`config.mk`:
```
export PLATFORM = sky130hd
export DESIGN_NAME = alu_accum_logic
export DESIGN_NICKNAME = d
export VERILOG_FILES = /design/src/rtl/alu_pkg.sv /design/src/rtl/alu_accum_logic.sv /design/src/rtl/alu_stack.sv
export SDC_FILE = /design/constraint.sdc
export NUM_CORES = 1
export LEC_CHECK = 0
export ABC_AREA = 0
export BUFFER_PORTS_ARGS = -buffer_cell sky130_fd_sc_hd__buf_2
export CORE_MARGIN = 2
export CORE_UTILIZATION = 48
export CTS_BUF_LIST = sky130_fd_sc_hd__clkbuf_16
export CTS_CLUSTER_SIZE = 16
export DETAILED_ROUTE_END_ITERATION = 7
export GPL_TIMING_DRIVEN = 0
export PLACE_DENSITY = 0.68
export SLEW_MARGIN = 40
export SYNTH_ARGS = -nofsm -noshare
export SYNTH_HDL_FRONTEND = slang
export SYNTH_SLANG_ARGS = --single-unit
```
`constraint.sdc`:
```
create_clock -name clk -period 4 [get_ports clk]
set_input_delay 1 -clock clk [delete_from_list [all_inputs] [get_ports clk]]
set_output_delay 1 -clock clk [all_outputs]
set_load 0.005 [all_outputs]
```
`src/rtl/alu_pkg.sv`:
```
// constants, types and state layouts of the accumulator logic unit
//----------------------------------------------------------------------
//----------------------------------------------------------------------
package alu_pkg;

  //--------------------------------------------------------------------
  // widths and sizes
  //--------------------------------------------------------------------
  localparam int DATA_W = 32;
  localparam int WORD_W = 16;
  localparam int MSB_POS = 31;
  localparam int CNT_W = 6;
  localparam int STACK_DEPTH = 8;
  localparam int DEPTH_W = 4;

  //--------------------------------------------------------------------
  // values
  //--------------------------------------------------------------------
  localparam logic [DATA_W-1:0] ACC_RESET = 32'h0000_0000;
  localparam logic [DATA_W-1:0] STACK_FILL = 32'h0000_0000;
  localparam logic [CNT_W-1:0] BIT_COUNT_MIN = 6'h01;
  localparam logic [CNT_W-1:0] BIT_COUNT_MAX = 6'h20;
  localparam logic [DEPTH_W-1:0] DEPTH_FULL = 4'h8;
  localparam logic [DEPTH_W-1:0] DEPTH_ONE = 4'h1;

  //--------------------------------------------------------------------
  // operation codes
  //--------------------------------------------------------------------
  typedef enum logic [3:0] {
    ALU_OP_AND_WITH_STACK,
    ALU_OP_OR_WORD,
    ALU_OP_OR_DOUBLE,
    ALU_OP_OR_FORMATTED,
    ALU_OP_OR_WITH_STACK,
    ALU_OP_XOR_WORD,
    ALU_OP_XOR_DOUBLE,
    ALU_OP_LOAD_ACC
  } alu_op_t;

  typedef enum logic [0:0] {
    ALU_ST_IDLE,
    ALU_ST_DONE
  } alu_fsm_t;

  //--------------------------------------------------------------------
  // state records
  //--------------------------------------------------------------------
  typedef struct packed {
    logic [STACK_DEPTH-1:0][DATA_W-1:0] entry;
    logic [DEPTH_W-1:0] depth;
  } alu_stack_state_t;

  typedef struct packed {
    alu_fsm_t fsm;
    logic [DATA_W-1:0] acc;
    logic zero_result_flag;
    logic negative_result_flag;
    logic error;
  } alu_state_t;

endpackage : alu_pkg

```
`src/rtl/alu_accum_logic.sv`:
```
// accumulator logical operations with zero and negative flags
`timescale 1ns/1ps
module alu_accum_logic
  import alu_pkg::*;
(
  // clock and reset
  input wire logic clk,
  input wire logic reset_n,
  // operation request
  input wire logic op_valid,
  input wire alu_pkg::alu_op_t op_code,
  output logic op_ready,
  // operands from the sequencer
  input wire logic [alu_pkg::WORD_W-1:0] operand_mem_lo,
  input wire logic [alu_pkg::WORD_W-1:0] operand_mem_hi,
  input wire logic operand_const_sel,
  input wire logic [alu_pkg::DATA_W-1:0] operand_const,
  input wire logic [alu_pkg::DATA_W-1:0] fmt_bits,
  input wire logic [alu_pkg::CNT_W-1:0] fmt_bit_count,
  // completion
  output logic op_done,
  output logic op_error,
  // accumulator and stack view
  output logic [alu_pkg::DATA_W-1:0] acc_value,
  output logic [alu_pkg::DATA_W-1:0] stack_top,
  output logic [alu_pkg::DEPTH_W-1:0] stack_depth,
  // status flags
  output logic zero_result_flag,
  output logic negative_result_flag
);

  import alu_pkg::*;

  alu_state_t st_reg;
  alu_state_t st_next;
  logic take;
  logic stack_pop;
  logic stack_push;
  logic [DATA_W-1:0] dbl_operand;
  logic [DATA_W-1:0] fmt_mask;
  logic [DATA_W:0] fmt_span;
  logic fmt_count_ok;
  logic [DATA_W-1:0] result;
  logic set_zero;
  logic set_neg;
  logic refuse;

  //--------------------------------------------------------------------
  // accumulator stack
  //--------------------------------------------------------------------
  alu_stack u_stack (
    .clk(clk),
    .reset_n(reset_n),
    .push(stack_push),
    .push_data(st_reg.acc),
    .pop(stack_pop),
    .top(stack_top),
    .depth(stack_depth)
  );

  //--------------------------------------------------------------------
  // operand shaping
  //--------------------------------------------------------------------
  // one operation at a time; result and flags land on the taking edge
  assign take = op_valid && (st_reg.fsm == ALU_ST_IDLE);
  assign op_ready = (st_reg.fsm == ALU_ST_IDLE);
  // high word is the second of the two consecutive locations
  assign dbl_operand = operand_const_sel ? operand_const :
                       {operand_mem_hi, operand_mem_lo};
  // run mask; a 33-bit span keeps a count of 32 from wrapping
  assign fmt_span = ({{DATA_W{1'b0}}, 1'b1} << fmt_bit_count) -
                    {{DATA_W{1'b0}}, 1'b1};
  assign fmt_mask = fmt_span[DATA_W-1:0];
  assign fmt_count_ok = (fmt_bit_count >= BIT_COUNT_MIN) &&
                        (fmt_bit_count <= BIT_COUNT_MAX);

  //--------------------------------------------------------------------
  // operation decode
  //--------------------------------------------------------------------
  always_comb
  begin
    result = st_reg.acc;
    set_zero = 1'b0;
    set_neg = 1'b0;
    refuse = 1'b0;
    stack_pop = 1'b0;
    stack_push = 1'b0;
    if (take)
    begin
      case (op_code)
        ALU_OP_AND_WITH_STACK:
        begin
          result = st_reg.acc & stack_top;
          stack_pop = 1'b1;
          set_zero = 1'b1;
          set_neg = 1'b1;
        end
        ALU_OP_OR_WORD:
        begin
          // word operations clear the upper half
          result = {{WORD_W{1'b0}},
                    st_reg.acc[WORD_W-1:0] | operand_mem_lo};
          set_zero = 1'b1;
        end
        ALU_OP_OR_DOUBLE:
        begin
          result = st_reg.acc | dbl_operand;
          set_zero = 1'b1;
          set_neg = 1'b1;
        end
        ALU_OP_OR_FORMATTED:
        begin
          if (fmt_count_ok)
          begin
            result = st_reg.acc | (fmt_bits & fmt_mask);
            set_zero = 1'b1;
            set_neg = 1'b1;
          end
          else
          begin
            // a bad count changes nothing, only reports
            refuse = 1'b1;
          end
        end
        ALU_OP_OR_WITH_STACK:
        begin
          result = st_reg.acc | stack_top;
          stack_pop = 1'b1;
          set_zero = 1'b1;
          set_neg = 1'b1;
        end
        ALU_OP_XOR_WORD:
        begin
          result = {{WORD_W{1'b0}},
                    st_reg.acc[WORD_W-1:0] ^ operand_mem_lo};
          set_zero = 1'b1;
        end
        ALU_OP_XOR_DOUBLE:
        begin
          result = st_reg.acc ^ dbl_operand;
          set_zero = 1'b1;
          set_neg = 1'b1;
        end
        ALU_OP_LOAD_ACC:
        begin
          // old accumulator goes onto the stack, flags untouched
          result = dbl_operand;
          stack_push = 1'b1;
        end
        default:
        begin
          refuse = 1'b1;
        end
      endcase
    end
  end

  //--------------------------------------------------------------------
  // next state
  //--------------------------------------------------------------------
  // flags change only when an operation that uses them runs
  always_comb
  begin
    st_next = st_reg;
    st_next.error = 1'b0;
    case (st_reg.fsm)
      ALU_ST_IDLE:
      begin
        if (take)
        begin
          st_next.fsm = ALU_ST_DONE;
          st_next.acc = result;
          st_next.error = refuse;
          if (set_zero)
          begin
            st_next.zero_result_flag = (result == ACC_RESET);
          end
          if (set_neg)
          begin
            st_next.negative_result_flag = result[MSB_POS];
          end
        end
      end
      ALU_ST_DONE:
      begin
        st_next.fsm = ALU_ST_IDLE;
      end
      default:
      begin
        st_next.fsm = ALU_ST_IDLE;
      end
    endcase
  end

  //--------------------------------------------------------------------
  // registers
  //--------------------------------------------------------------------
  // all-zero record: idle, accumulator clear, flags low
  always_ff @(posedge clk)
  begin
    if (!reset_n)
    begin
      st_reg <= '0;
    end
    else
    begin
      st_reg <= st_next;
    end
  end

  assign acc_value = st_reg.acc;
  assign zero_result_flag = st_reg.zero_result_flag;
  assign negative_result_flag = st_reg.negative_result_flag;
  assign op_done = (st_reg.fsm == ALU_ST_DONE);
  assign op_error = st_reg.error;

  //--------------------------------------------------------------------
  // checks
  //--------------------------------------------------------------------
  a_and_with_stack_op_value: assert property (@(posedge clk) disable iff (!reset_n)
    take && op_code == ALU_OP_AND_WITH_STACK |=>
    acc_value == ($past(acc_value) & $past(stack_top)))
    else $error("and-with-stack result wrong");

  a_stack_pop: assert property (@(posedge clk) disable iff (!reset_n)
    take && (op_code == ALU_OP_AND_WITH_STACK ||
    op_code == ALU_OP_OR_WITH_STACK) && stack_depth != '0 |=>
    stack_depth == $past(stack_depth) - DEPTH_ONE)
    else $error("stack not popped");

  a_and_with_stack_op_flags: assert property (@(posedge clk) disable iff (!reset_n)
    take && op_code == ALU_OP_AND_WITH_STACK |=>
    zero_result_flag == (acc_value == '0) &&
    negative_result_flag == acc_value[31])
    else $error("and-with-stack flags wrong");

  a_or_word: assert property (@(posedge clk) disable iff (!reset_n)
    take && op_code == ALU_OP_OR_WORD |=>
    acc_value == {16'h0000, $past(acc_value[15:0]) |
    $past(operand_mem_lo)})
    else $error("word or result wrong");

  a_word_neg_kept: assert property (@(posedge clk) disable iff (!reset_n)
    take && (op_code == ALU_OP_OR_WORD || op_code == ALU_OP_XOR_WORD)
    |=> $stable(negative_result_flag) &&
    zero_result_flag == (acc_value == '0))
    else $error("word op flags wrong");

  a_or_double: assert property (@(posedge clk) disable iff (!reset_n)
    take && op_code == ALU_OP_OR_DOUBLE |=>
    acc_value == ($past(acc_value) | $past(dbl_operand)))
    else $error("double or result wrong");

  a_double_flags: assert property (@(posedge clk) disable iff (!reset_n)
    take && (op_code == ALU_OP_OR_DOUBLE ||
    op_code == ALU_OP_XOR_DOUBLE) |=>
    negative_result_flag == acc_value[31] &&
    zero_result_flag == (acc_value == '0))
    else $error("double op flags wrong");

  a_orf_value: assert property (@(posedge clk) disable iff (!reset_n)
    take && op_code == ALU_OP_OR_FORMATTED && fmt_count_ok |=>
    acc_value == ($past(acc_value) | ($past(fmt_bits) &
    $past(fmt_mask))) && negative_result_flag == acc_value[31])
    else $error("formatted or result wrong");

  a_orf_refuse: assert property (@(posedge clk) disable iff (!reset_n)
    take && op_code == ALU_OP_OR_FORMATTED && !fmt_count_ok |=>
    $stable(acc_value) && op_error && op_done)
    else $error("bad bit count not refused");

  a_ors_value: assert property (@(posedge clk) disable iff (!reset_n)
    take && op_code == ALU_OP_OR_WITH_STACK |=>
    acc_value == ($past(acc_value) | $past(stack_top)) &&
    zero_result_flag == (acc_value == '0))
    else $error("or-with-stack result wrong");

  a_xor_word: assert property (@(posedge clk) disable iff (!reset_n)
    take && op_code == ALU_OP_XOR_WORD |=>
    acc_value == {16'h0000, $past(acc_value[15:0]) ^
    $past(operand_mem_lo)})
    else $error("word xor result wrong");

  a_xor_double: assert property (@(posedge clk) disable iff (!reset_n)
    take && op_code == ALU_OP_XOR_DOUBLE |=>
    acc_value == ($past(acc_value) ^ $past(dbl_operand)))
    else $error("double xor result wrong");

  a_flags_hold: assert property (@(posedge clk) disable iff (!reset_n)
    !take |=> $stable(zero_result_flag) &&
    $stable(negative_result_flag) && $stable(acc_value))
    else $error("flags moved without an operation");

  a_fmt_bit0: assert property (@(posedge clk) disable iff (!reset_n)
    take && op_code == ALU_OP_OR_FORMATTED && fmt_count_ok &&
    fmt_bits[0] |=> acc_value[0])
    else $error("first discrete bit not in bit zero");

  a_done_pulse: assert property (@(posedge clk) disable iff (!reset_n)
    take |=> op_done && !op_ready ##1 !op_done && op_ready)
    else $error("done not a single pulse");

endmodule : alu_accum_logic

```
`src/rtl/alu_stack.sv`:
```
// accumulator stack: push on top, pop shifts every level up
`timescale 1ns/1ps
module alu_stack
  import alu_pkg::*;
(
  // clock and reset
  input wire logic clk,
  input wire logic reset_n,
  // stack control
  input wire logic push,
  input wire logic [DATA_W-1:0] push_data,
  input wire logic pop,
  // stack view
  output logic [DATA_W-1:0] top,
  output logic [DEPTH_W-1:0] depth
);

  import alu_pkg::*;

  alu_stack_state_t st_reg;
  alu_stack_state_t st_next;

  //--------------------------------------------------------------------
  // next state
  //--------------------------------------------------------------------
  // pop first, then push, so a same-cycle pair replaces the top
  always_comb
  begin
    st_next = st_reg;
    if (pop)
    begin
      // deeper levels move up, bottom refills with zero
      for (int i = 0; i < STACK_DEPTH - 1; i++)
      begin
        st_next.entry[i] = st_reg.entry[i+1];
      end
      st_next.entry[STACK_DEPTH-1] = STACK_FILL;
      if (st_reg.depth != '0)
      begin
        st_next.depth = st_reg.depth - DEPTH_ONE;
      end
    end
    if (push)
    begin
      // full stack loses its deepest entry
      for (int i = STACK_DEPTH - 1; i > 0; i--)
      begin
        st_next.entry[i] = st_next.entry[i-1];
      end
      st_next.entry[0] = push_data;
      if (st_next.depth != DEPTH_FULL)
      begin
        st_next.depth = st_next.depth + DEPTH_ONE;
      end
    end
  end

  //--------------------------------------------------------------------
  // registers
  //--------------------------------------------------------------------
  always_ff @(posedge clk)
  begin
    if (!reset_n)
    begin
      st_reg <= '0;
    end
    else
    begin
      st_reg <= st_next;
    end
  end

  assign top = st_reg.entry[0];
  assign depth = st_reg.depth;

endmodule : alu_stack

```
==> summary.txt <==
Most used DFF post-synth: dfxtp_1
Max clock buf depth: 3
Worst hold path class: reg2reg
Placed cells: 2526
F_max: 0.254 GHz
Clk pwr share: 43.1%
Die Width: 184 um
Boundary pin count: 183
Initial drt markers: 1499
Main area contributors after synthesis: dfxtp_1 38%, a22oi_1 11%, a21oi_1 7.9%, nand2_1 7.0%, nor2_1 3.2%
Max Slew Vio Count: 0
Startpoint Class: input port
FF-to-FF Start: op_done
Clock Skews: 0.0275 ns
Antenna violations before repair: 0
Synthesized flop and latch total: 296
Pleak: 0.00652 uW
P_sw: 1810 uW
I/O Buffers: 177
Slew @ Worst Pin: 0.904 ns
Layout cell share with drive strength beyond 1: 15.9%
Fin cells: 2584
Largest register FFs: 224
Final setup viols: 0
CTS buffer count: 34
Routed wire length: 60700 um
Clock Sinks: 296
Die Y: 184 um
Die ar.: 0.0337 mm^2
Final setup margin: 0.0623 ns
Comb power frac: 11.6%
Synthesis-to-layout area growth: 15.8%
Final nets: 2289
Sw Share: 27.1%
All-layer global routing usage: 35.4%
PwrDens: 373 mW/mm^2
Drt first pass iters: 6
Synth top area share: 38.2%
CTS tree: yes
WHS Endpoint: u_stack.st_reg[37]
Critical-path maximum fanout: 10
Register area share after synthesis: 38.2%
Syn Area/Cell: 7.96 um^2
Synth warnings: 0
Internal power: 4880 uW
Hold WS: 0.470 ns
Post-CTS Setup Bufs: 0
Slew HR: 39.7%
Number of fill cells in the layout: 2988
Vias in the first global route: 15700
CP startpoint: fmt_bit_count[4]
Async SR Flop Fraction: 0%
Gr ovfl total: 0
Root buffer cell: clkbuf_16
Remaining DRCs: 0
Critical path type: in2reg
Largest net degree at the start of global routing: 13
WP data arrival: 4.39 ns
Post-Route Utilization: 56.7%
Peak VDD IR: 0.288 mV
Clk slew on worst S/H paths: 0.06 ns
Syn nets: 2077
Dominant cell type by area after synthesis: dfxtp_1
Routed length per instance: 23.5 um
Setup TNS: 0 ns
R2R depth: 10
Worst slack, placed: -1.26 ns
Syn Inst Count: 1947
Worst-Skew Late Latency: 0.52 ns
Hold depth: 2
Tmin final: 3.94 ns
Final Cycle Share: 98.4%
Status: complete, no violations
Type of destination of the critical path: flip-flop
Post-synth EDFFs: 0
Startpoint of the worst hold path: u_stack.st_reg[37]
Vias after detailed routing: 16200
Final Hold Fails: 0
HPWL after detailed placement: 47300 um
First-pass GRT wire length: 92400 um
Gpl congestion: 0.997
Vias per Instance: 6.26
R2R Setup Slk: 0.28 ns
Max_cap viols: 0
Row cnt: 65
Remaining antenna violation count: 0
H-tree Lvls: 2
Worst Path Required: 4.45 ns
FF+latch area: 0.00593 mm^2
Post-Syn Area: 0.0155 mm^2
Unrepaired setup endpoints after global routing: false
Number of diodes: 0
Multi-input logic area: 0.00836 mm^2
Synth cell types: 89
Worst reg2reg endpoint: u_stack.st_reg[43]
Sequential group share of total power: 45.3%
Core outline area: 0.0316 mm^2
Starting Density: 49.0%
cell type report:
type	instances	share of cell area [%]
Multi-Input combinational cell	1381	46.6
Sequential cell	296	33.0
Buffer	212	5.87
Timing Repair Buffer	177	4.93
Clock buffer	35	4.88
Tap cell	402	2.80
Inverter	57	1.19
Clock inverter	24	0.739
worst max-delay path by stage:
stage,to,slack (ns),cells after the start
after floorplan,zero_result_flag,0.32,14
after global placement,zero_result_flag,-1.34,15
after detailed placement,zero_result_flag,-1.26,15
after CTS,zero_result_flag,0.008,15
after global routing,u_stack.st_reg[44],0.007,12
final,zero_result_flag,0.06,14
cell usage after synthesis, drive strengths merged, types with 7 or more instances:
| library cell | n |
|---|---|
| nand3 | 14 |
| nor2b | 18 |
| buf | 88 |
| a31oi | 9 |
| a221oi | 11 |
| nand2 | 291 |
| a21o | 12 |
| and3 | 7 |
| nand2b | 7 |
| a311oi | 35 |
| mux2i | 25 |
| o22ai | 23 |
| mux2 | 15 |
| a211oi | 10 |
| o211ai | 7 |
| clkbuf | 125 |
| inv | 57 |
| dfxtp | 296 |
| a32oi | 7 |
| a22oi | 233 |
| and2 | 16 |
| o21a | 7 |
| o2bb2ai | 9 |
| xnor2 | 7 |
| o31ai | 11 |
| o21ai | 64 |
| o221ai | 10 |
| o2111ai | 8 |
| nor3 | 26 |
| a21oi | 244 |
| nor4 | 7 |
| nor2 | 131 |
| ha | 20 |
worst max-delay path: stages:
cell	delay [ns]
buf_2	0.13
buf_2	0.20
nor2_1	0.15
clkbuf_4	0.25
nand2_2	0.15
ha_2	0.31
clkbuf_4	0.22
a32o_1	0.27
o2111ai_2	0.31
o21ai_0	0.21
a211oi_2	0.36
nand4_1	0.17
or4_1	0.49
o21ai_1	0.16
repair_timing:
action / 4_1_cts / 5_1_grt
hold buffers: 0 / 0
endpoints found under the setup margin: 3 / 1
hold endpoints to repair: 0 / 0
pin swaps: 1 / 1
gates resized for setup: 16 / 3
per-layer routing:
layer / part of all wire, % / up-vias / track usage, %
met4: 5.2 / 0 / 17.0
met3: 7.9 / 179 / 5.39
met2: 46 / 878 / 59.5
met1: 40 / 7564 / 44.3
li1: - / 7542 / -
met5: 0 / - / 0
power by group through the flow:
stage               Sequential (uW)  Clock, uW  Combinational [uW]
CTS                            3030       2890                 753
global placement               3100          0                 743
finish                         3030       2880                 778
global route                   3030       3030                 825
floorplan                      3070          0                 443
detailed placement             3100          0                 745
metrics by stage:
stage / power [uW] / cell area, um^2
after global placement: 3840 / 16900
after floorplan: 3510 / 15500
after detailed placement: 3840 / 16900
after global routing: 6890 / 18000
after CTS: 6680 / 17900
final: 6690 / 18000
cells in the final DEF (no fill, tap or decap), types with 9 or more instances in the layout:
cell type	n
a211oi_1	9
nor2b_1	18
a21o_1	12
inv_1	68
a22oi_1	233
buf_4	43
a31oi_1	9
mux2_2	15
dfxtp_1	296
nand2_1	289
a221oi_1	11
nor2_1	130
o22ai_1	23
nand3_1	14
a311oi_1	35
ha_1	19
buf_2	204
o31ai_1	10
o221ai_1	10
buf_1	12
clkbuf_1	117
o21ai_0	59
mux2i_1	25
clkbuf_16	35
nor3_1	26
a21oi_1	244
and2_1	15
cells by family (layout without fill, tap and decap cells):
family,Yosys count,after routing,share of synthesized area [%]
AO/OA/AOI/OAI,744,744,32.0
XOR/XNOR,8,8,0.452
adder cells (fa/ha/maj),20,20,1.61
buffers and inverters,270,505,8.11
flip-flops,296,296,38.2
multiplexers,40,40,2.70
AND/OR/NAND/NOR,569,569,16.9
Note: power is estimated with default switching activity, not from simulation.
